<file path="src/hdl/sair_pkg.sv">
// shared constants and types of the signature and area information responder
package sair_pkg;

  // packet framing bytes
  localparam logic [7:0]  CMD_START    = 8'h01;
  localparam logic [7:0]  PKT_END      = 8'h03;
  localparam logic [7:0]  REPLY_START  = 8'h81;
  localparam logic [7:0]  LEN_HI_REPLY = 8'h00;
  localparam logic [7:0]  ERR_FLAG     = 8'h80;
  localparam logic [7:0]  SPACE_CODE   = 8'h20;

  // command codes and their fixed lengths
  localparam logic [7:0]  CMD_SIG      = 8'h3A;
  localparam logic [7:0]  CMD_AREA     = 8'h3B;
  localparam logic [15:0] SIG_CMD_LEN  = 16'h0001;
  localparam logic [15:0] AREA_CMD_LEN = 16'h0002;
  localparam logic [15:0] MAX_CMD_LEN  = 16'h0401;

  // reply length low bytes and layout counts
  localparam logic [7:0]  SIG_LNL      = 8'h2A;
  localparam logic [7:0]  AREA_LNL     = 8'h1A;
  localparam logic [7:0]  ERR_LNL      = 8'h0A;
  localparam logic [7:0]  HDR_BYTES    = 8'h03;
  localparam logic [7:0]  TAIL_SUM_OFS = 8'h03;
  localparam logic [7:0]  TAIL_END_OFS = 8'h04;
  localparam int          BODY_BYTES   = 42;

  // status codes carried in error replies
  localparam logic [7:0]  STS_PACKET   = 8'hC1;
  localparam logic [7:0]  STS_CHECKSUM = 8'hC2;
  localparam logic [7:0]  STS_ACCEPT   = 8'hC3;
  localparam logic [7:0]  STS_PARAM    = 8'hC4;
  localparam logic [31:0] UNUSED_WORD  = 32'hFFFF_FFFF;

  // signature contents
  localparam logic [31:0]  MAX_BAUD_DEFAULT  = 32'h000F_4240;
  localparam logic [7:0]   AREA_COUNT        = 8'h03;
  localparam logic [7:0]   FEATURE_CLASS_DEF = 8'h5A;   // arbitrary value
  localparam logic [23:0]  FW_VERSION_DEF    = 24'h01_0000;
  localparam logic [127:0] PRODUCT_NAME_DEF  = {"DEVICE", {10{SPACE_CODE}}};

  // area kinds, upper nibble of the kind byte
  localparam logic [3:0]  KIND_USER    = 4'h0;
  localparam logic [3:0]  KIND_DATA    = 4'h1;
  localparam logic [3:0]  KIND_CONFIG  = 4'h2;
  localparam logic [3:0]  KIND_NVCFG   = 4'h3;
  localparam logic [3:0]  KIND_EXTMEM  = 4'h4;

  typedef struct packed {
    logic [7:0]  area_kind;
    logic [31:0] area_start;
    logic [31:0] area_end;
    logic [31:0] erase_unit;
    logic [31:0] write_unit;
    logic [31:0] read_unit;
    logic [31:0] crc_unit;
  } sair_area_t;

  typedef enum logic [2:0] {
    ST_WAIT, ST_LNH, ST_LNL, ST_BODY, ST_SUM, ST_ETX, ST_SEND
  } sair_state_t;

  typedef enum logic [1:0] {
    REPLY_SIG, REPLY_AREA, REPLY_ERR
  } sair_reply_t;

endpackage

</file>
<file path="src/hdl/sair_area_rom.sv">
// table of accessible memory areas, looked up by area index
`timescale 1ns/1ps
`default_nettype none
module sair_area_rom
  import sair_pkg::*;
(
  // lookup
  input  wire logic [7:0] index_in,
  output sair_area_t      area_out
);

  localparam int N_AREAS = 3;

  // a unit of zero marks the matching operation as unsupported on that area
  localparam sair_area_t TABLE [N_AREAS] = '{
    '{{KIND_USER, 4'h0},   32'h0000_0000, 32'h0000_FFFF,
      32'h0000_1000, 32'h0000_0080, 32'h0000_0001, 32'h0000_0400},
    '{{KIND_DATA, 4'h0},   32'h1000_0000, 32'h1000_0FFF,
      32'h0000_0040, 32'h0000_0004, 32'h0000_0001, 32'h0000_0400},
    '{{KIND_CONFIG, 4'h0}, 32'h2000_0000, 32'h2000_007F,
      32'h0000_0000, 32'h0000_0010, 32'h0000_0001, 32'h0000_0080}
  };

  // indices past the table answer zeros; the responder refuses them anyway
  always_comb
  begin
    area_out = '0;
    if (index_in < AREA_COUNT)
      area_out = TABLE[index_in[1:0]];
  end

endmodule
`default_nettype wire

</file>
<file path="src/hdl/sair_fifo2.sv">
// two-entry skid buffer between the reply generator and the transmitter
`timescale 1ns/1ps
`default_nettype none
module sair_fifo2
  import sair_pkg::*;
#(
  parameter int WIDTH = 8
)(
  // clock and reset
  input  wire logic             ref_clk_in,
  input  wire logic             srst_in,
  // filling side
  input  wire logic             in_valid_in,
  input  wire logic [WIDTH-1:0] in_data_in,
  output logic                  in_ready_out,
  // draining side
  output logic                  out_valid_out,
  output logic [WIDTH-1:0]      out_data_out,
  input  wire logic             out_ready_in
);

  typedef struct packed {
    logic             head_v;
    logic [WIDTH-1:0] head;
    logic             tail_v;
    logic [WIDTH-1:0] tail;
  } sair_fifo_t;

  sair_fifo_t s;
  sair_fifo_t next_s;
  logic       push;
  logic       pop;

  // head always holds the older word, so the output is a plain flop
  always_comb
  begin
    next_s = s;
    push   = in_valid_in & ~s.tail_v;
    pop    = s.head_v & out_ready_in;
    if (pop)
    begin
      next_s.head_v = s.tail_v;
      next_s.head   = s.tail;
      next_s.tail_v = 1'b0;
    end
    if (push)
    begin
      if (!next_s.head_v)
      begin
        next_s.head_v = 1'b1;
        next_s.head   = in_data_in;
      end
      else
      begin
        next_s.tail_v = 1'b1;
        next_s.tail   = in_data_in;
      end
    end
    if (srst_in)
      next_s = '0;
  end

  always_ff @(posedge ref_clk_in)
    s <= next_s;

  // ready falls only when both entries hold a word
  assign in_ready_out  = ~s.tail_v;
  assign out_valid_out = s.head_v;
  assign out_data_out  = s.head;
endmodule
`default_nettype wire

</file>
<file path="src/hdl/sair_responder.sv">
// serial command handler for the signature and area information queries
`timescale 1ns/1ps
`default_nettype none
module sair_responder
  import sair_pkg::*;
#(
  parameter logic [31:0]  MAX_BAUD      = MAX_BAUD_DEFAULT,
  parameter logic [7:0]   FEATURE_CLASS = FEATURE_CLASS_DEF,   // arbitrary value
  parameter logic [23:0]  FW_VERSION    = FW_VERSION_DEF,
  parameter logic [127:0] PRODUCT_NAME  = PRODUCT_NAME_DEF
)(
  // clock and reset
  input  wire logic         ref_clk_in,
  input  wire logic         srst_in,
  // command bytes from the link
  input  wire logic         rx_valid_in,
  input  wire logic [7:0]   rx_data_in,
  output logic              rx_ready_out,
  // reply bytes to the link
  output logic              tx_valid_out,
  output logic [7:0]        tx_data_out,
  input  wire logic         tx_ready_in,
  // device state
  input  wire logic         enc_write_pending_in,
  input  wire logic [127:0] chip_id_in,
  output logic              busy_out
);

  typedef struct packed {
    sair_state_t state;
    logic        rx_rdy;
    logic        busy;
    logic [15:0] len;
    logic [15:0] cnt;
    logic [7:0]  sum;
    logic        sum_ok;
    logic [7:0]  cmd;
    logic [7:0]  arg;
    sair_reply_t kind;
    logic [7:0]  res;
    logic [7:0]  sts;
    logic [7:0]  length_low_byte;
    logic [7:0]  idx;
    logic [7:0]  tx_sum;
  } sair_core_t;

  localparam sair_core_t CORE_RESET = '{state: ST_WAIT, kind: REPLY_ERR, default: '0};

  sair_core_t                  s;
  sair_core_t                  next_s;
  sair_area_t                  area;
  logic                        rx_take;
  logic                        known;
  logic [15:0]                 want_len;
  logic                        fifo_ready;
  logic                        tx_push;
  logic [7:0]                  tx_byte;
  logic [7:0]                  body_byte;
  logic [7:0]                  body_idx;
  logic [BODY_BYTES*8-1:0]     body;
  logic [BODY_BYTES*8-1:0]     body_shift;

  sair_area_rom u_area_rom (
    .index_in (s.arg),
    .area_out (area)
  );

  // request decode used by the end-of-packet evaluation
  assign rx_take  = rx_valid_in & s.rx_rdy;
  assign known    = (s.len != 16'h0000) && ((s.cmd == CMD_SIG) || (s.cmd == CMD_AREA));
  assign want_len = (s.cmd == CMD_SIG) ? SIG_CMD_LEN : AREA_CMD_LEN;

  // reply payload, first byte in the top bits; unused tail is zero
  always_comb
  begin
    body = '0;
    unique case (s.kind)
      REPLY_SIG:
        body = {CMD_SIG, MAX_BAUD, AREA_COUNT, FEATURE_CLASS,
                FW_VERSION, chip_id_in, PRODUCT_NAME};
      REPLY_AREA:
        body = {CMD_AREA, area, {16{8'h00}}};
      REPLY_ERR:
        body = {s.res, s.sts, UNUSED_WORD, UNUSED_WORD, {32{8'h00}}};
    endcase
    body_idx   = 8'(s.idx - HDR_BYTES);
    body_shift = body << {body_idx, 3'b000};
    body_byte  = body_shift[BODY_BYTES*8-1 -: 8];
  end

  // reply byte for the current position in the outgoing packet
  always_comb
  begin
    if (s.idx == 8'h00)
      tx_byte = REPLY_START;
    else if (s.idx == 8'h01)
      tx_byte = LEN_HI_REPLY;
    else if (s.idx == 8'h02)
      tx_byte = s.length_low_byte;
    else if (s.idx == 8'(s.length_low_byte + TAIL_SUM_OFS))
      tx_byte = 8'(8'h00 - s.tx_sum);
    else if (s.idx == 8'(s.length_low_byte + TAIL_END_OFS))
      tx_byte = PKT_END;
    else
      tx_byte = body_byte;
  end

  assign tx_push = (s.state == ST_SEND) & fifo_ready;

  // receive, check and answer; one packet at a time, no overlap
  always_comb
  begin
    next_s = s;
    unique case (s.state)
      ST_WAIT:
        if (rx_take && rx_data_in == CMD_START)
        begin
          next_s.state = ST_LNH;
          next_s.sum   = 8'h00;
        end
      ST_LNH:
        if (rx_take)
        begin
          next_s.len[15:8] = rx_data_in;
          next_s.sum       = 8'(s.sum + rx_data_in);
          next_s.state     = ST_LNL;
        end
      ST_LNL:
        if (rx_take)
        begin
          next_s.len[7:0] = rx_data_in;
          next_s.sum      = 8'(s.sum + rx_data_in);
          next_s.cnt      = 16'h0000;
          next_s.cmd      = 8'h00;
          next_s.arg      = 8'h00;
          // an empty packet goes straight to its check byte
          next_s.state    = ({s.len[15:8], rx_data_in} == 16'h0000) ? ST_SUM : ST_BODY;
        end
      ST_BODY:
        if (rx_take)
        begin
          if (s.cnt == 16'h0000)
            next_s.cmd = rx_data_in;
          if (s.cnt == 16'h0001)
            next_s.arg = rx_data_in;
          next_s.sum = 8'(s.sum + rx_data_in);
          next_s.cnt = 16'(s.cnt + 16'h0001);
          if (next_s.cnt == s.len)
            next_s.state = ST_SUM;
        end
      ST_SUM:
        if (rx_take)
        begin
          next_s.sum_ok = (8'(s.sum + rx_data_in) == 8'h00);
          next_s.state  = ST_ETX;
        end
      ST_ETX:
        if (rx_take)
        begin
          // codes of other handlers are left alone
          next_s.state  = ST_WAIT;
          next_s.idx    = 8'h00;
          next_s.tx_sum = 8'h00;
          next_s.kind   = REPLY_ERR;
          next_s.length_low_byte    = ERR_LNL;
          next_s.res    = s.cmd | ERR_FLAG;
          if (known)
          begin
            next_s.state = ST_SEND;
            // first failing check wins; nothing else happens on an error
            if (rx_data_in != PKT_END)
              next_s.sts = STS_PACKET;
            else if (!s.sum_ok)
              next_s.sts = STS_CHECKSUM;
            else if (s.len > MAX_CMD_LEN)
              next_s.sts = STS_PACKET;
            else if (s.len != want_len)
              next_s.sts = STS_PACKET;
            else if (enc_write_pending_in)
              next_s.sts = STS_ACCEPT;
            else if (s.cmd == CMD_AREA && s.arg >= AREA_COUNT)
              next_s.sts = STS_PARAM;
            else
            begin
              next_s.res  = s.cmd;
              next_s.kind = (s.cmd == CMD_SIG) ? REPLY_SIG : REPLY_AREA;
              next_s.length_low_byte  = (s.cmd == CMD_SIG) ? SIG_LNL : AREA_LNL;
            end
          end
        end
      ST_SEND:
        if (tx_push)
        begin
          next_s.idx = 8'(s.idx + 8'h01);
          if (s.idx != 8'h00 && s.idx < 8'(s.length_low_byte + TAIL_SUM_OFS))
            next_s.tx_sum = 8'(s.tx_sum + tx_byte);
          if (s.idx == 8'(s.length_low_byte + TAIL_END_OFS))
            next_s.state = ST_WAIT;
        end
    endcase
    // input is held off while a reply is queued, so no command byte is lost
    next_s.rx_rdy = (next_s.state != ST_SEND);
    next_s.busy   = (next_s.state != ST_WAIT);
    if (srst_in)
      next_s = CORE_RESET;
  end

  always_ff @(posedge ref_clk_in)
    s <= next_s;

  sair_fifo2 #(
    .WIDTH (8)
  ) u_tx_buf (
    .ref_clk_in    (ref_clk_in),
    .srst_in       (srst_in),
    .in_valid_in   (tx_push),
    .in_data_in    (tx_byte),
    .in_ready_out  (fifo_ready),
    .out_valid_out (tx_valid_out),
    .out_data_out  (tx_data_out),
    .out_ready_in  (tx_ready_in)
  );

  assign rx_ready_out = s.rx_rdy;
  assign busy_out     = s.busy;
endmodule
`default_nettype wire

</file>
<file path="config.mk">
export PLATFORM = sky130hd
export DESIGN_NAME = sair_responder
export DESIGN_NICKNAME = d
export VERILOG_FILES = /design/src/hdl/sair_pkg.sv /design/src/hdl/sair_area_rom.sv /design/src/hdl/sair_fifo2.sv /design/src/hdl/sair_responder.sv
export SDC_FILE = /design/constraint.sdc
export NUM_CORES = 1
export LEC_CHECK = 0
export BUFFER_PORTS_ARGS = -buffer_cell sky130_fd_sc_hd__buf_2
export CORE_MARGIN = 2
export CORE_UTILIZATION = 50
export DETAILED_ROUTE_END_ITERATION = 10
export PLACE_DENSITY = 0.75
export SLEW_MARGIN = 40
export SYNTH_ARGS = -nofsm -noshare
export SYNTH_HDL_FRONTEND = slang
export SYNTH_SLANG_ARGS = --single-unit
</file>
<file path="constraint.sdc">
create_clock -name ref_clk_in -period 4.7 [get_ports ref_clk_in]
set_input_delay 0.94 -clock ref_clk_in [delete_from_list [all_inputs] [get_ports ref_clk_in]]
set_output_delay 0.94 -clock ref_clk_in [all_outputs]
set_load 0.01 [all_outputs]
</file>
==> results of run 1 <==
-- worst min path at each step --
stage | from | endpoint | slack (ns) | cells after the start
2_1_floorplan | s[38] | s[38] | 0.43 | 2
3_3_place_gp | s[38] | s[38] | 0.44 | 2
3_5_place_dp | s[38] | s[38] | 0.44 | 2
4_1_cts | s[38] | s[38] | 0.46 | 2
5_1_grt | s[34] | s[34] | 0.48 | 2
6_report | s[38] | s[38] | 0.45 | 2
-- cell type report --
cell class | count | area share
Clock buffer | 9 | 0.0224
Clock inverter | 7 | 0.00748
Inverter | 30 | 0.0112
Multi-Input combinational cell | 940 | 0.599
Sequential cell | 112 | 0.223
Tap cell | 225 | 0.0280
Timing Repair Buffer | 194 | 0.109
-- registers in the layout (all words and copies together), names as in the netlist --
register,cells
u_tx_buf.out_data_out,8
s,92
rx_ready_out,1
u_tx_buf.s,9
u_tx_buf.out_valid_out,1
busy_out,1
-- synth_stat cells, types with 6 or more instances --
cell,n,area share
a221oi_1,10,0.010
nand3_1,35,0.020
o31ai_1,6,0.0052
a21o_1,20,0.017
nand4_1,15,0.011
a211oi_1,25,0.022
a211o_1,6,0.0061
nor2_1,132,0.057
and2_1,7,0.0051
buf_1,8,0.0035
a221o_1,11,0.013
a32oi_1,6,0.0061
a31oi_1,15,0.011
inv_1,30,0.013
ha_1,29,0.042
or3_1,19,0.014
nor4_1,15,0.011
clkbuf_1,63,0.027
buf_4,8,0.0069
a22oi_1,13,0.011
xor2_1,21,0.021
mux2i_1,47,0.054
o21ai_0,47,0.027
o22ai_1,9,0.0065
nand2b_1,15,0.011
nand2_1,122,0.053
nor2b_1,12,0.0087
and3_1,17,0.012
buf_2,9,0.0052
o211ai_1,10,0.0087
or4_1,7,0.0061
xnor2_1,31,0.031
dfxtp_1,112,0.26
a311oi_1,9,0.0091
nor3_1,38,0.022
a21oi_1,109,0.063
-- cell families (layout without fill, tap and decap cells) --
logic type,Yosys count,count (layout),synth area share
and+or+nand+nor,456,457,0.252
AOI/OAI and AO/OA,351,351,0.271
buffers and inverters,121,240,0.0597
DFF,112,112,0.259
xor gates and xnor gates,52,52,0.0525
muxes,49,49,0.0595
adders and majority gates,31,31,0.0465
-- layer usage --
layer	wire, um	share of wire	GRT usage
met5	0	0	0
met4	1340	0.046	0.168
met3	2470	0.085	0.0524
met2	13300	0.45	0.490
met1	12100	0.41	0.393
-- power by group through the flow --
stage	clock (mW)	sequential (mW)	combinational, mW
finish	0.794	0.995	0.232
floorplan	0	1.00	0.132
global placement	0	1.01	0.223
CTS	0.805	0.993	0.226
global route	0.844	0.998	0.252
detailed placement	0	1.02	0.224
-- placed cells by master (no fill, tap or decap), types with 6 or more instances in the layout --
master     netlist  layout
nand3_1         35      35
nand4_1         15      15
o22ai_1          9       9
mux2i_1         47      47
a32oi_1          6       6
nor3_1          38      37
ha_1            29      28
xnor2_1         31      29
inv_1           30      30
and3_1          17      17
o21ai_1          5       7
a221o_1         11      11
a21oi_1        109     106
dfxtp_1        112     112
o31ai_1          6       6
nand2_1        122     122
a211o_1          6       6
a221oi_1        10       8
a31oi_1         15      15
xor2_1          21      20
a311oi_1         9       9
nor2b_1         12      12
o21ai_0         47      45
a211oi_1        25      25
buf_2            9     150
clkbuf_16        0       9
a22oi_1         13      13
nor4_1          15      15
or4_1            7       6
buf_4            8      43
nor2_1         132     129
and2_1           7       7
nand2b_1        15      15
or3_1           19      19
o211ai_1        10      10
a21o_1          20      20
-- through the flow --
| stage | setup TNS [ns] | hold slack (ns) | util | std cells |
|---|---|---|---|---|
| after floorplan | 0 | 0.433 | - | 1172 |
| after global placement | 0 | 0.441 | 0.564 | 1498 |
| after detailed placement | 0 | 0.445 | 0.564 | 1498 |
| after CTS | 0 | 0.456 | 0.582 | 1514 |
| after global routing | -0.00278 | 0.483 | 0.587 | 1517 |
| final | 0 | 0.455 | 0.587 | 1517 |
-- worst register-to-register path, stage by stage (launching register included) --
cell and delay (ns):
dfxtp_1 0.32, or4_4 0.57, or4_4 0.56, and3_4 0.25
buf_4 0.14, a221o_1 0.33, a2111o_1 0.47, a31oi_1 0.17
o21ai_1 0.17, ha_1 0.34, inv_1 0.06, o21bai_1 0.19
a21oi_2 0.09, o21ai_1 0.23, nand2_1 0.10, or3_1 0.32
nand4_1 0.08
-- what timing repair did --
action                                  CTS  global route
resized for setup                         0            13
endpoints found under the setup margin    0             4
buffers inserted                          0             2
==> results_tabular.tex, run 1 <==
\begin{tabular}{lr}
\hline
Metric & Value \\
\hline
\multicolumn{2}{l}{\textbf{Run status}} \\
\quad Status & completed \\
\multicolumn{2}{l}{\textbf{Setup path}} \\
\quad Top fanout value on the critical path & 11 \\
\quad Crit-path slowest cell & or4\_4 \\
\quad Capturing element of the worst setup path & s[7] \\
\quad Critical path data required time & 5.00 ns \\
\quad Worst Setup End Kind & flip-flop \\
\quad CP Launch Type & flip-flop \\
\quad Register-to-register setup slack & 0.23 ns \\
\quad Crit path cell chain & or4\_4 -> or4\_4 -> and3\_4 -> buf\_4 -> a221o\_1 -> a2111o\_1 -> a31oi\_1 -> o21ai\_1 -> ha\_1 -> inv\_1 -> o21bai\_1 -> a21oi\_2 -> o21ai\_1 -> nand2\_1 -> or3\_1 -> nand4\_1 \\
\quad Top cell family by delay on the critical path & simple AND/OR/NAND/NOR gates \\
\quad CP Depth & 16 \\
\quad Worst R2R Path Depth & 16 \\
\quad Critical setup path kind & flip-flop to flip-flop \\
\quad Launch point of the worst path & s[10] \\
\quad Start of the worst register-to-register path & s[10] \\
\quad Count of buffering cells on the critical path with inverters included & 2 \\
\quad Destination of the worst register-to-register timing path & s[7] \\
\quad Endpoint arrival time on the critical path & 4.77 ns \\
\quad Max stage delay on crit path & 0.57 ns \\
\multicolumn{2}{l}{\textbf{Cells and area}} \\
\quad Proportion of layout cells with a drive suffix above 1 & 0.185 \\
\quad Post-route cell area & 10000 sq um \\
\quad Growth of design area from synthesis to finish & 15.8\% \\
\quad Fillers & 1659 \\
\quad Multi-input gate area in the final layout & 6010 sq um \\
\quad Total area of sequential cells & 2240 sq um \\
\quad Post-layout nets & 1459 \\
\quad Antenna Diode Count & 0 \\
\multicolumn{2}{l}{\textbf{Logic synthesis}} \\
\quad Part of the Yosys area used for sequential elements & 0.259 \\
\quad Post-synth top flop & dfxtp\_1 \\
\quad Number of storage elements in the synthesis netlist & 112 \\
\quad Synthesized Nets & 1344 \\
\quad Async set or reset register ratio after synthesis & 0 \\
\quad Number of synthesized flops with an enable pin & 0 \\
\quad Distinct cell type count after synthesis & 75 \\
\quad Average cell area after synthesis & 7.40 sq um \\
\quad Synth Cell Area & 8670 sq um \\
\quad Syn Inst Count & 1172 \\
\quad Yosys synthesis warning count & 0 \\
\multicolumn{2}{l}{\textbf{Route}} \\
\quad TritonRoute pass-1 iters & 7 \\
\quad Post-detailed-route count of antenna-violating nets & 0 \\
\quad Average routed wire per standard cell & 19.2 um \\
\quad Number of design rule violations left after detail routing & 0 \\
\quad Vias after detailed routing & 9505 \\
\quad Routed WL & 29100 um \\
\quad Initial DRC Count & 1025 \\
\quad Post-detailed-route via-to-cell ratio & 6.27 \\
\multicolumn{2}{l}{\textbf{STA}} \\
\quad Period minus WS final & 4.47 ns \\
\quad Relative max-transition margin & 0.437 \\
\quad Slew at the pin with the worst max-slew slack & 0.840 ns \\
\quad Setup slack of the critical path after layout & 0.228 ns \\
\quad F\_max & 224 MHz \\
\quad Total count of max-transition violations in the final report & 0 \\
\quad Hold Fails Final Rpt & 0 \\
\quad Worst clock skew on the final layout & 0.0185 ns \\
\quad Final period util & 0.951 \\
\quad Final setup vio count & 0 \\
\multicolumn{2}{l}{\textbf{Floorplanning}} \\
\quad Initial core utilization & 0.507 \\
\quad Die outline width & 136 um \\
\quad Die Outline Area & 18400 sq um \\
\quad Height of the chip & 136 um \\
\quad I/O pin count & 152 \\
\quad Cell Rows & 48 \\
\quad Core Box Area & 17100 sq um \\
\multicolumn{2}{l}{\textbf{CTS}} \\
\quad Clock tree buffer depth & 2 \\
\quad H-tree depth reported by CTS & 3 \\
\quad Number of clock sinks seen by CTS & 112 \\
\quad Clock root buffer & clkbuf\_16 \\
\quad TritonCTS clock tree & yes \\
\quad Worst skew pair latency & 0.37 ns \\
\quad Post-CTS Hold Fix Bufs & 0 \\
\quad Clock transition at the register clock pins on the worst setup and hold paths after CTS & 0.08 ns \\
\quad CTS buffer count & 9 \\
\multicolumn{2}{l}{\textbf{Job}} \\
\quad Max Cap Violations & 0 \\
\multicolumn{2}{l}{\textbf{Pwr}} \\
\quad Cell Int Power & 1.45 mW \\
\quad Pwr Density & 201 nW/um\^{}2 \\
\quad Final total power & 2.02 mW \\
\quad Switch Pwr & 0.571 mW \\
\quad Relative contribution of combinational cells to total power & 0.115 \\
\quad Switching power share of the total & 0.282 \\
\quad Peak supply drop & 163 uV \\
\quad Clock share of power & 0.393 \\
\quad Seq pwr share & 0.492 \\
\quad Leak Pwr & 3.94 nW \\
\multicolumn{2}{l}{\textbf{Global route}} \\
\quad Number of global-route vias before repair & 8610 \\
\quad Global-route usage over all layers & 0.307 \\
\quad Wire length of the first global-routing pass & 44900 um \\
\quad Pin count of the biggest net entering global routing & 74 \\
\quad Number of antenna violations at the first check in global routing & 0 \\
\quad Grt ovf & 0 \\
\multicolumn{2}{l}{\textbf{Placed design}} \\
\quad Worst Setup Slack post-DPL & 0.0540 ns \\
\quad Number of buffers added on ports & 151 \\
\quad Dpl hpwl & 21500 um \\
\quad Placed Instance Area & 9660 sq um \\
\quad Final weighted congestion of routability-driven global placement & 0.985 \\
\multicolumn{2}{l}{\textbf{Min path}} \\
\quad Hold WC Path Type & flip-flop to flip-flop \\
\hline
\end{tabular}
Power figures use the tool's default switching activity.
==> run 2, diff against run 1 <==
Settings changed: PLACE_DENSITY 0.75 to 0.73, SYNTH_HIERARCHICAL from default to 1.
==> run 2 against run 1 <==
Net effect: die area grew 34%; via count rose by 9.9%; sequential power fell by 4.7%; clock power fell by 4.3%; sequential cell count is the same; count of clock-buffer cells in the layout increased by 1; power shrank 6.5%; fmax rose by 2.3%; cell area grew 23%; sequential share of layout area is 4.2 points lower; register-to-register slack better by 0.10 ns; global-route usage down 5.7 points; highest routed layer unchanged.
==> results_tabular.tex, run 2 <==
\begin{tabular}{lr}
\hline
Metric & Value \\
\hline
\multicolumn{2}{l}{\textbf{Setup path}} \\
\quad Critical setup path kind & flip-flop to flip-flop \\
\quad Count of buffering cells on the critical path with inverters included & 1 \\
\quad Worst Setup End Kind & flip-flop \\
\quad Crit path cell chain & ha\_1 -> xor2\_4 -> buf\_12 -> mux4\_2 -> a311oi\_1 -> o31ai\_1 -> ha\_1 -> nor3\_1 -> o211ai\_1 -> and2\_1 -> nor3b\_1 -> a211oi\_1 -> a21oi\_1 \\
\quad Top cell family by delay on the critical path & compound AO/OA/AOI/OAI gates \\
\quad Crit-path slowest cell & a311oi\_1 \\
\quad Register-to-register setup slack & 0.33 ns \\
\quad Max stage delay on crit path & 0.61 ns \\
\quad Start of the worst register-to-register path & s[9] \\
\quad Critical path data required time & 4.93 ns \\
\quad CP Launch Type & flip-flop \\
\quad Destination of the worst register-to-register timing path & s[7] \\
\quad Top fanout value on the critical path & 14 \\
\quad Most frequent cell on the critical path & ha\_1 \\
\quad Worst R2R Path Depth & 13 \\
\quad Endpoint arrival time on the critical path & 4.60 ns \\
\multicolumn{2}{l}{\textbf{Logic synthesis}} \\
\quad Average cell area after synthesis & 8.28 sq um \\
\quad Yosys synthesis warning count & 6 \\
\quad Async set or reset register ratio after synthesis & 0 \\
\quad Share of cell area taken by muxes after synthesis & 0.191 \\
\quad Cell type contributing the most total cell area after synthesis & dfxtp\_1 \\
\quad Combinational family with the most area after synthesis & simple AND/OR/NAND/NOR gates \\
\quad Top cell type's share of synthesized area & 0.191 \\
\quad Leading cell types by count after synthesis & buf\_4, nor2\_1, dfxtp\_1 \\
\quad Distinct cell type count after synthesis & 92 \\
\quad Number of storage elements in the synthesis netlist & 112 \\
\quad Number of synthesized flops with an enable pin & 0 \\
\quad Xor and xnor fraction of the mapped netlist area & 0.0371 \\
\quad Cell types occupying the most area after synthesis & dfxtp\_1, buf\_4, mux4\_2 \\
\quad Post-synth top flop & dfxtp\_1 \\
\quad Arithmetic-cell share of the synthesized area counting full adders, half adders and majority gates & 0.0344 \\
\quad Synth Cell Area & 11700 sq um \\
\quad Syn Inst Count & 1415 \\
\quad Top-count cell post-synth & buf\_4 \\
\quad Simple-gate share of the synthesized area & 0.196 \\
\quad Part of the Yosys area used for sequential elements & 0.191 \\
\quad Compound-cell area share of the yosys netlist & 0.172 \\
\multicolumn{2}{l}{\textbf{Route}} \\
\quad Average routed wire per standard cell & 17.0 um \\
\quad Highest metal used & met4 \\
\quad Post-detailed-route via-to-cell ratio & 5.74 \\
\quad TritonRoute pass-1 iters & 5 \\
\quad Met3 Routed Length & 2310 um \\
\quad Post-detailed-route count of antenna-violating nets & 0 \\
\quad WL met2 & 14700 um \\
\quad Vias after detailed routing & 10400 \\
\quad Initial DRC Count & 945 \\
\quad Met1 wire length & 13300 um \\
\quad Routed WL & 30900 um \\
\quad Number of design rule violations left after detail routing & 0 \\
\multicolumn{2}{l}{\textbf{Floorplanning}} \\
\quad Core Box Area & 23300 sq um \\
\quad I/O pin count & 152 \\
\quad Die Outline Area & 24700 sq um \\
\quad Initial core utilization & 0.504 \\
\quad Die outline width & 157 um \\
\quad Cell Rows & 56 \\
\quad Height of the chip & 157 um \\
\multicolumn{2}{l}{\textbf{Global route}} \\
\quad Wire length of the first global-routing pass & 49400 um \\
\quad Grt ovf & 0 \\
\quad Number of global-route vias before repair & 9786 \\
\quad Pin count of the biggest net entering global routing & 70 \\
\quad Number of antenna violations at the first check in global routing & 1 \\
\quad Global-route usage over all layers & 0.249 \\
\multicolumn{2}{l}{\textbf{STA}} \\
\quad Worst clock skew on the final layout & 0.0106 ns \\
\quad Final period util & 0.930 \\
\quad Slew at the pin with the worst max-slew slack & 0.791 ns \\
\quad Period minus WS final & 4.37 ns \\
\quad Total Negative Setup Slacks & 0 ns \\
\quad Relative max-transition margin & 0.459 \\
\quad Unrepaired setup endpoints after global routing & false \\
\quad Final setup vio count & 0 \\
\quad F\_max & 229 MHz \\
\quad Total count of max-transition violations in the final report & 0 \\
\quad Hold Fails Final Rpt & 0 \\
\quad Setup slack of the critical path after layout & 0.329 ns \\
\multicolumn{2}{l}{\textbf{Min path}} \\
\quad Startpoint of the worst hold path & s[32] \\
\quad Hold WC Path Type & flip-flop to flip-flop \\
\quad Sink of the worst hold path & s[32] \\
\quad Number of instances on the worst hold path & 2 \\
\multicolumn{2}{l}{\textbf{Cells and area}} \\
\quad Growth of design area from synthesis to finish & 5.40\% \\
\quad Flip-flop count of the largest register, all copies and words added & 92 \\
\quad Commonest cells after routing, fill and taps aside & conb\_1, buf\_2, nor2\_1 \\
\quad Post-route cell area & 12400 sq um \\
\quad Most flop-heavy register & s \\
\quad Post-layout nets & 1666 \\
\quad Proportion of layout cells with a drive suffix above 1 & 0.223 \\
\quad Most frequent standard cell in the layout excluding fill and tap cells & conb\_1 \\
\multicolumn{2}{l}{\textbf{CTS}} \\
\quad H-tree depth reported by CTS & 3 \\
\quad Clock tree buffer depth & 2 \\
\quad CTS buffer count & 9 \\
\quad Clock transition at the register clock pins on the worst setup and hold paths after CTS & 0.08 ns \\
\quad TritonCTS clock tree & yes \\
\quad Worst skew pair latency & 0.36 ns \\
\quad Post-CTS Hold Fix Bufs & 0 \\
\quad Clock root buffer & clkbuf\_16 \\
\quad Number of clock sinks seen by CTS & 112 \\
\multicolumn{2}{l}{\textbf{Run status}} \\
\quad Status & completed \\
\multicolumn{2}{l}{\textbf{Pwr}} \\
\quad Leak Pwr & 4.81 nW \\
\quad Peak supply drop & 216 uV \\
\quad Pwr Density & 153 nW/um\^{}2 \\
\multicolumn{2}{l}{\textbf{Placed design}} \\
\quad Final weighted congestion of routability-driven global placement & 0.953 \\
\quad Worst Setup Slack post-DPL & 0.245 ns \\
\quad Placed Instance Area & 12000 sq um \\
\quad Dpl hpwl & 23500 um \\
\quad Number of buffers added on ports & 151 \\
\multicolumn{2}{l}{\textbf{Job}} \\
\quad Max Cap Violations & 0 \\
\hline
\end{tabular}
-- run 2: cell type report --
| class | instances | area [sq um] |
|---|---|---|
| multi-input cells | 1138 | 8100 |
| clock inverters | 6 | 62.6 |
| repair buffers | 199 | 1180 |
| diodes | 1 | 2.50 |
| well taps | 319 | 399 |
| inverters | 34 | 128 |
| clock buffers | 10 | 239 |
| flip-flops and latches | 112 | 2250 |
| fillers | 2287 | 10900 |
-- run 2: timing repair --
action | in CTS | in global routing
setup buffers | 0 | 1
resized for setup | 0 | 4
endpoints found under the setup margin | 0 | 2
-- run 2: cell families (layout without fill, tap and decap cells) --
kind of cell / count (synthesis) / count (layout)
AO/OA/AOI/OAI: 300 / 300
XOR/XNOR: 48 / 48
adder cells (fa/ha/maj): 31 / 31
buffers and inverters: 334 / 249
flip-flops: 112 / 112
multiplexers: 137 / 137
other: 1 / 171
AND/OR/NAND/NOR: 452 / 452
-- run 2: layer usage --
| metal | vias up | track usage |
|---|---|---|
| met4 | 0 | 0.0515 |
| met3 | 46 | 0.0369 |
| met2 | 428 | 0.423 |
| met1 | 4977 | 0.339 |
| met5 | - | 0 |
| li1 | 4994 | - |
-- run 2: worst max path at each step --
| stage | start | end | slack, ns | cells past startpoint |
|---|---|---|---|---|
| floorplan | s[8] | s[6] | 0.15 | 21 |
| global placement | s[47] | s[7] | 0.26 | 17 |
| detailed placement | chip_id_in[121] | s[7] | 0.25 | 16 |
| CTS | s[47] | s[7] | 0.19 | 17 |
| global route | s[9] | s[6] | 0.06 | 17 |
| finish | s[9] | s[7] | 0.33 | 13 |
-- run 2: worst register-to-register path, delay by kind of cell, from the launching register on --
| family | cells | cell delay (ns) |
|---|---|---|
| AOI/OAI and AO/OA | 5 | 1.43 |
| adders and majority gates | 2 | 0.76 |
| and+or+nand+nor | 3 | 0.56 |
| muxes | 1 | 0.54 |
| DFF | 1 | 0.46 |
| xor gates and xnor gates | 1 | 0.31 |
| buffers and inverters | 1 | 0.19 |
-- run 2: power by group --
| group | total [mW] | switching (mW) | internal (mW) | leakage (nW) |
|---|---|---|---|---|
| registers | 0.948 | 0.000491 | 0.948 | 0.903 |
| clock network | 0.760 | 0.372 | 0.387 | 0.148 |
| logic | 0.180 | 0.0875 | 0.0929 | 3.76 |
| total | 1.89 | 0.460 | 1.43 | 4.81 |
-- run 2: stage by stage --
step / instances / hold slack [ns] / util / total power [mW]
after floorplan: 1584 / 0.437 / - / 1.16
after global placement: 1801 / 0.448 / 0.516 / 1.14
after detailed placement: 1801 / 0.453 / 0.517 / 1.14
after CTS: 1817 / 0.466 / 0.530 / 1.90
after global routing: 1819 / 0.494 / 0.531 / 1.97
final: 1819 / 0.468 / 0.531 / 1.89
==> run 3, diff against run 2 <==
Settings changed: ABC_AREA from default to 1.
==> run 3 against run 2 <==
Net effect: critical endpoint is now s[5]; area after synthesis up 2.4%; die area up 2.4%; power up 31%; via count up 19%; combinational power rose to 3.4 times the previous value; worst setup slack better by 0.075 ns; clock skew up 0.0043 ns; hold slack worse by 0.018 ns; wire length up 12%; cell area about the same; non-clock buffer count down 17.
==> results_tabular.tex, run 3 <==
\begin{tabular}{lr}
\hline
Metric & Value \\
\hline
\multicolumn{2}{l}{\textbf{Route}} \\
\quad Initial DRC Count & 1315 \\
\quad TritonRoute pass-1 iters & 7 \\
\quad Number of design rule violations left after detail routing & 0 \\
\quad Post-detailed-route via-to-cell ratio & 5.22 \\
\quad Routed WL & 34500 um \\
\quad Vias after detailed routing & 12400 \\
\quad Post-detailed-route count of antenna-violating nets & 0 \\
\quad Average routed wire per standard cell & 14.4 um \\
\multicolumn{2}{l}{\textbf{Global route}} \\
\quad Grt ovf & 0 \\
\quad Wire length of the first global-routing pass & 55700 um \\
\quad Number of global-route vias before repair & 11200 \\
\quad Pin count of the biggest net entering global routing & 80 \\
\quad Number of antenna violations at the first check in global routing & 0 \\
\quad Global-route usage over all layers & 0.264 \\
\multicolumn{2}{l}{\textbf{Setup path}} \\
\quad Start of the worst register-to-register path & s[40] \\
\quad CP Launch Type & flip-flop \\
\quad Endpoint arrival time on the critical path & 4.52 ns \\
\quad Max stage delay on crit path & 0.63 ns \\
\quad Destination of the worst register-to-register timing path & s[5] \\
\quad Worst Setup End Kind & flip-flop \\
\quad Most frequent cell on the critical path & a21oi\_1 \\
\quad Crit-path slowest cell & ha\_4 \\
\quad Crit path cell chain & inv\_1 -> ha\_4 -> nor2\_4 -> nor2\_2 -> o21ai\_1 -> a211oi\_1 -> o21ai\_1 -> nand3\_1 -> nand3\_1 -> a21oi\_1 -> nand2\_1 -> a21oi\_1 -> ha\_1 -> a21oi\_1 -> and2\_1 -> nor2\_1 -> nor2\_1 -> o21bai\_1 -> or2\_2 -> nand3\_1 -> a21oi\_1 \\
\quad Register-to-register setup slack & 0.40 ns \\
\quad Critical setup path kind & flip-flop to flip-flop \\
\quad Top fanout value on the critical path & 41 \\
\quad Critical path data required time & 4.93 ns \\
\quad Worst R2R Path Depth & 21 \\
\multicolumn{2}{l}{\textbf{Job}} \\
\quad Max Cap Violations & 0 \\
\multicolumn{2}{l}{\textbf{Floorplanning}} \\
\quad Core Box Area & 23500 sq um \\
\quad Cell Rows & 56 \\
\quad Die Outline Area & 25300 sq um \\
\quad Die outline width & 159 um \\
\quad Initial core utilization & 0.510 \\
\quad I/O pin count & 152 \\
\quad Height of the chip & 159 um \\
\multicolumn{2}{l}{\textbf{Min path}} \\
\quad Number of instances on the worst hold path & 2 \\
\quad Startpoint of the worst hold path & s[24] \\
\quad Sink of the worst hold path & s[24] \\
\quad Hold WC Path Type & flip-flop to flip-flop \\
\multicolumn{2}{l}{\textbf{STA}} \\
\quad Worst Hold Slack & 0.450 ns \\
\quad Slew at the pin with the worst max-slew slack & 0.771 ns \\
\quad Unrepaired setup endpoints after global routing & false \\
\quad Total count of max-transition violations in the final report & 0 \\
\quad Worst clock skew on the final layout & 0.0150 ns \\
\quad Final period util & 0.914 \\
\quad Total Negative Setup Slacks & 0 ns \\
\quad Final setup vio count & 0 \\
\quad Period minus WS final & 4.30 ns \\
\quad Relative max-transition margin & 0.484 \\
\quad F\_max & 233 MHz \\
\quad Hold Fails Final Rpt & 0 \\
\multicolumn{2}{l}{\textbf{CTS}} \\
\quad CTS buffer count & 9 \\
\quad Total setup buffers inserted after CTS & 0 \\
\quad Post-CTS Resized & 0 \\
\quad Worst skew pair latency & 0.37 ns \\
\quad TritonCTS clock tree & yes \\
\quad Number of clock sinks seen by CTS & 112 \\
\quad Clock transition at the register clock pins on the worst setup and hold paths after CTS & 0.08 ns \\
\quad H-tree depth reported by CTS & 3 \\
\quad Post-CTS Hold Fix Bufs & 0 \\
\quad Clock tree buffer depth & 2 \\
\quad Clock root buffer & clkbuf\_16 \\
\multicolumn{2}{l}{\textbf{Cells and area}} \\
\quad Post-layout nets & 2233 \\
\quad Fillers & 2444 \\
\quad Flip-flop count of the largest register, all copies and words added & 92 \\
\quad Growth of design area from synthesis to finish & 2.93\% \\
\quad Proportion of layout cells with a drive suffix above 1 & 0.129 \\
\quad Most frequent standard cell in the layout excluding fill and tap cells & nand2\_1 \\
\quad Most flop-heavy register & s \\
\quad Commonest cells after routing, fill and taps aside & nand2\_1, nand3\_1, conb\_1 \\
\quad Final core utilization & 0.525 \\
\quad Antenna Diode Count & 0 \\
\multicolumn{2}{l}{\textbf{Logic synthesis}} \\
\quad Yosys synthesis warning count & 6 \\
\quad Distinct cell type count after synthesis & 54 \\
\quad Syn Inst Count & 1990 \\
\quad Number of storage elements in the synthesis netlist & 112 \\
\quad Async set or reset register ratio after synthesis & 0 \\
\quad Post-synth top flop & dfxtp\_1 \\
\quad Synth Cell Area & 12000 sq um \\
\quad Part of the Yosys area used for sequential elements & 0.187 \\
\quad Number of synthesized flops with an enable pin & 0 \\
\quad Cell types occupying the most area after synthesis & dfxtp\_1, nand2\_1, buf\_4 \\
\quad Top cell type's share of synthesized area & 0.187 \\
\quad Top-count cell post-synth & nand2\_1 \\
\quad Cell type contributing the most total cell area after synthesis & dfxtp\_1 \\
\quad Leading cell types by count after synthesis & nand2\_1, buf\_4, nand3\_1 \\
\quad Average cell area after synthesis & 6.03 sq um \\
\multicolumn{2}{l}{\textbf{Run status}} \\
\quad Status & completed \\
\multicolumn{2}{l}{\textbf{Placed design}} \\
\quad Dpl hpwl & 25600 um \\
\quad Number of buffers added on ports & 151 \\
\quad Final weighted congestion of routability-driven global placement & 1.01 \\
\multicolumn{2}{l}{\textbf{Pwr}} \\
\quad Final total power & 2.47 mW \\
\quad Peak supply drop & 224 uV \\
\quad Leak Pwr & 5.70 nW \\
\quad Pwr Density & 200 nW/um\^{}2 \\
\hline
\end{tabular}
## run 3: kinds of logic after synthesis
kind of cell | Yosys count | share of synthesized area
other | 1 | 0.000312
buffers and inverters | 466 | 0.224
AO/OA/AOI/OAI | 374 | 0.179
AND/OR/NAND/NOR | 986 | 0.360
XOR/XNOR | 20 | 0.0169
adder cells (fa/ha/maj) | 31 | 0.0336
flip-flops | 112 | 0.187
## run 3: how the worst max path moves through the flow
stage          start   end  slack [ns]  cells after the start
5_1_grt        s[40]  s[7]        0.04                     22
2_1_floorplan   s[8]  s[6]        0.61                     26
3_3_place_gp   s[40]  s[6]        0.53                     23
4_1_cts        s[40]  s[6]        0.47                     23
3_5_place_dp   s[40]  s[6]        0.50                     23
6_report       s[40]  s[5]        0.40                     21
## run 3: layout make-up
type                       count  area (sq um)  area share
clock buffer                   9           225      0.0182
clock inverter                 7          90.1     0.00729
inverter                     175           659      0.0534
multi-input combinational   1581          7730       0.625
sequential                   112          2240       0.182
tap                          319           399      0.0323
timing repair buffer         182          1010      0.0820
## run 3: power breakdown
part	total [mW]	leakage [nW]	switching, mW	internal (mW)
sequential	1.04	0.903	0.0467	0.993
clock	0.809	0.148	0.424	0.386
combinational	0.621	4.65	0.398	0.223
total	2.47	5.70	0.868	1.60
## run 3: routing by layer
metal,share of wire,vias up,GRT usage
li1,-,6335,-
met4,0.029,0,0.0847
met3,0.079,76,0.0466
met5,0,-,0
met2,0.45,526,0.437
met1,0.45,5503,0.350
## run 3: through the flow
stage / cell area [sq um] / std cells / setup slack, ns
after floorplan: 12600 / 2159 / 0.615
after global placement: 12000 / 2369 / 0.531
after detailed placement: 12000 / 2369 / 0.501
after CTS: 12400 / 2385 / 0.465
after global routing: 12400 / 2385 / 0.0416
final: 12400 / 2385 / 0.404
## run 3: critical path, delay by kind of cell (launching register included)
kind,cells,cell delay [ns]
buffers and inverters,1,0.11
flip-flops,1,0.38
AO/OA/AOI/OAI,8,1.17
AND/OR/NAND/NOR,10,1.55
adder cells (fa/ha/maj),2,0.96
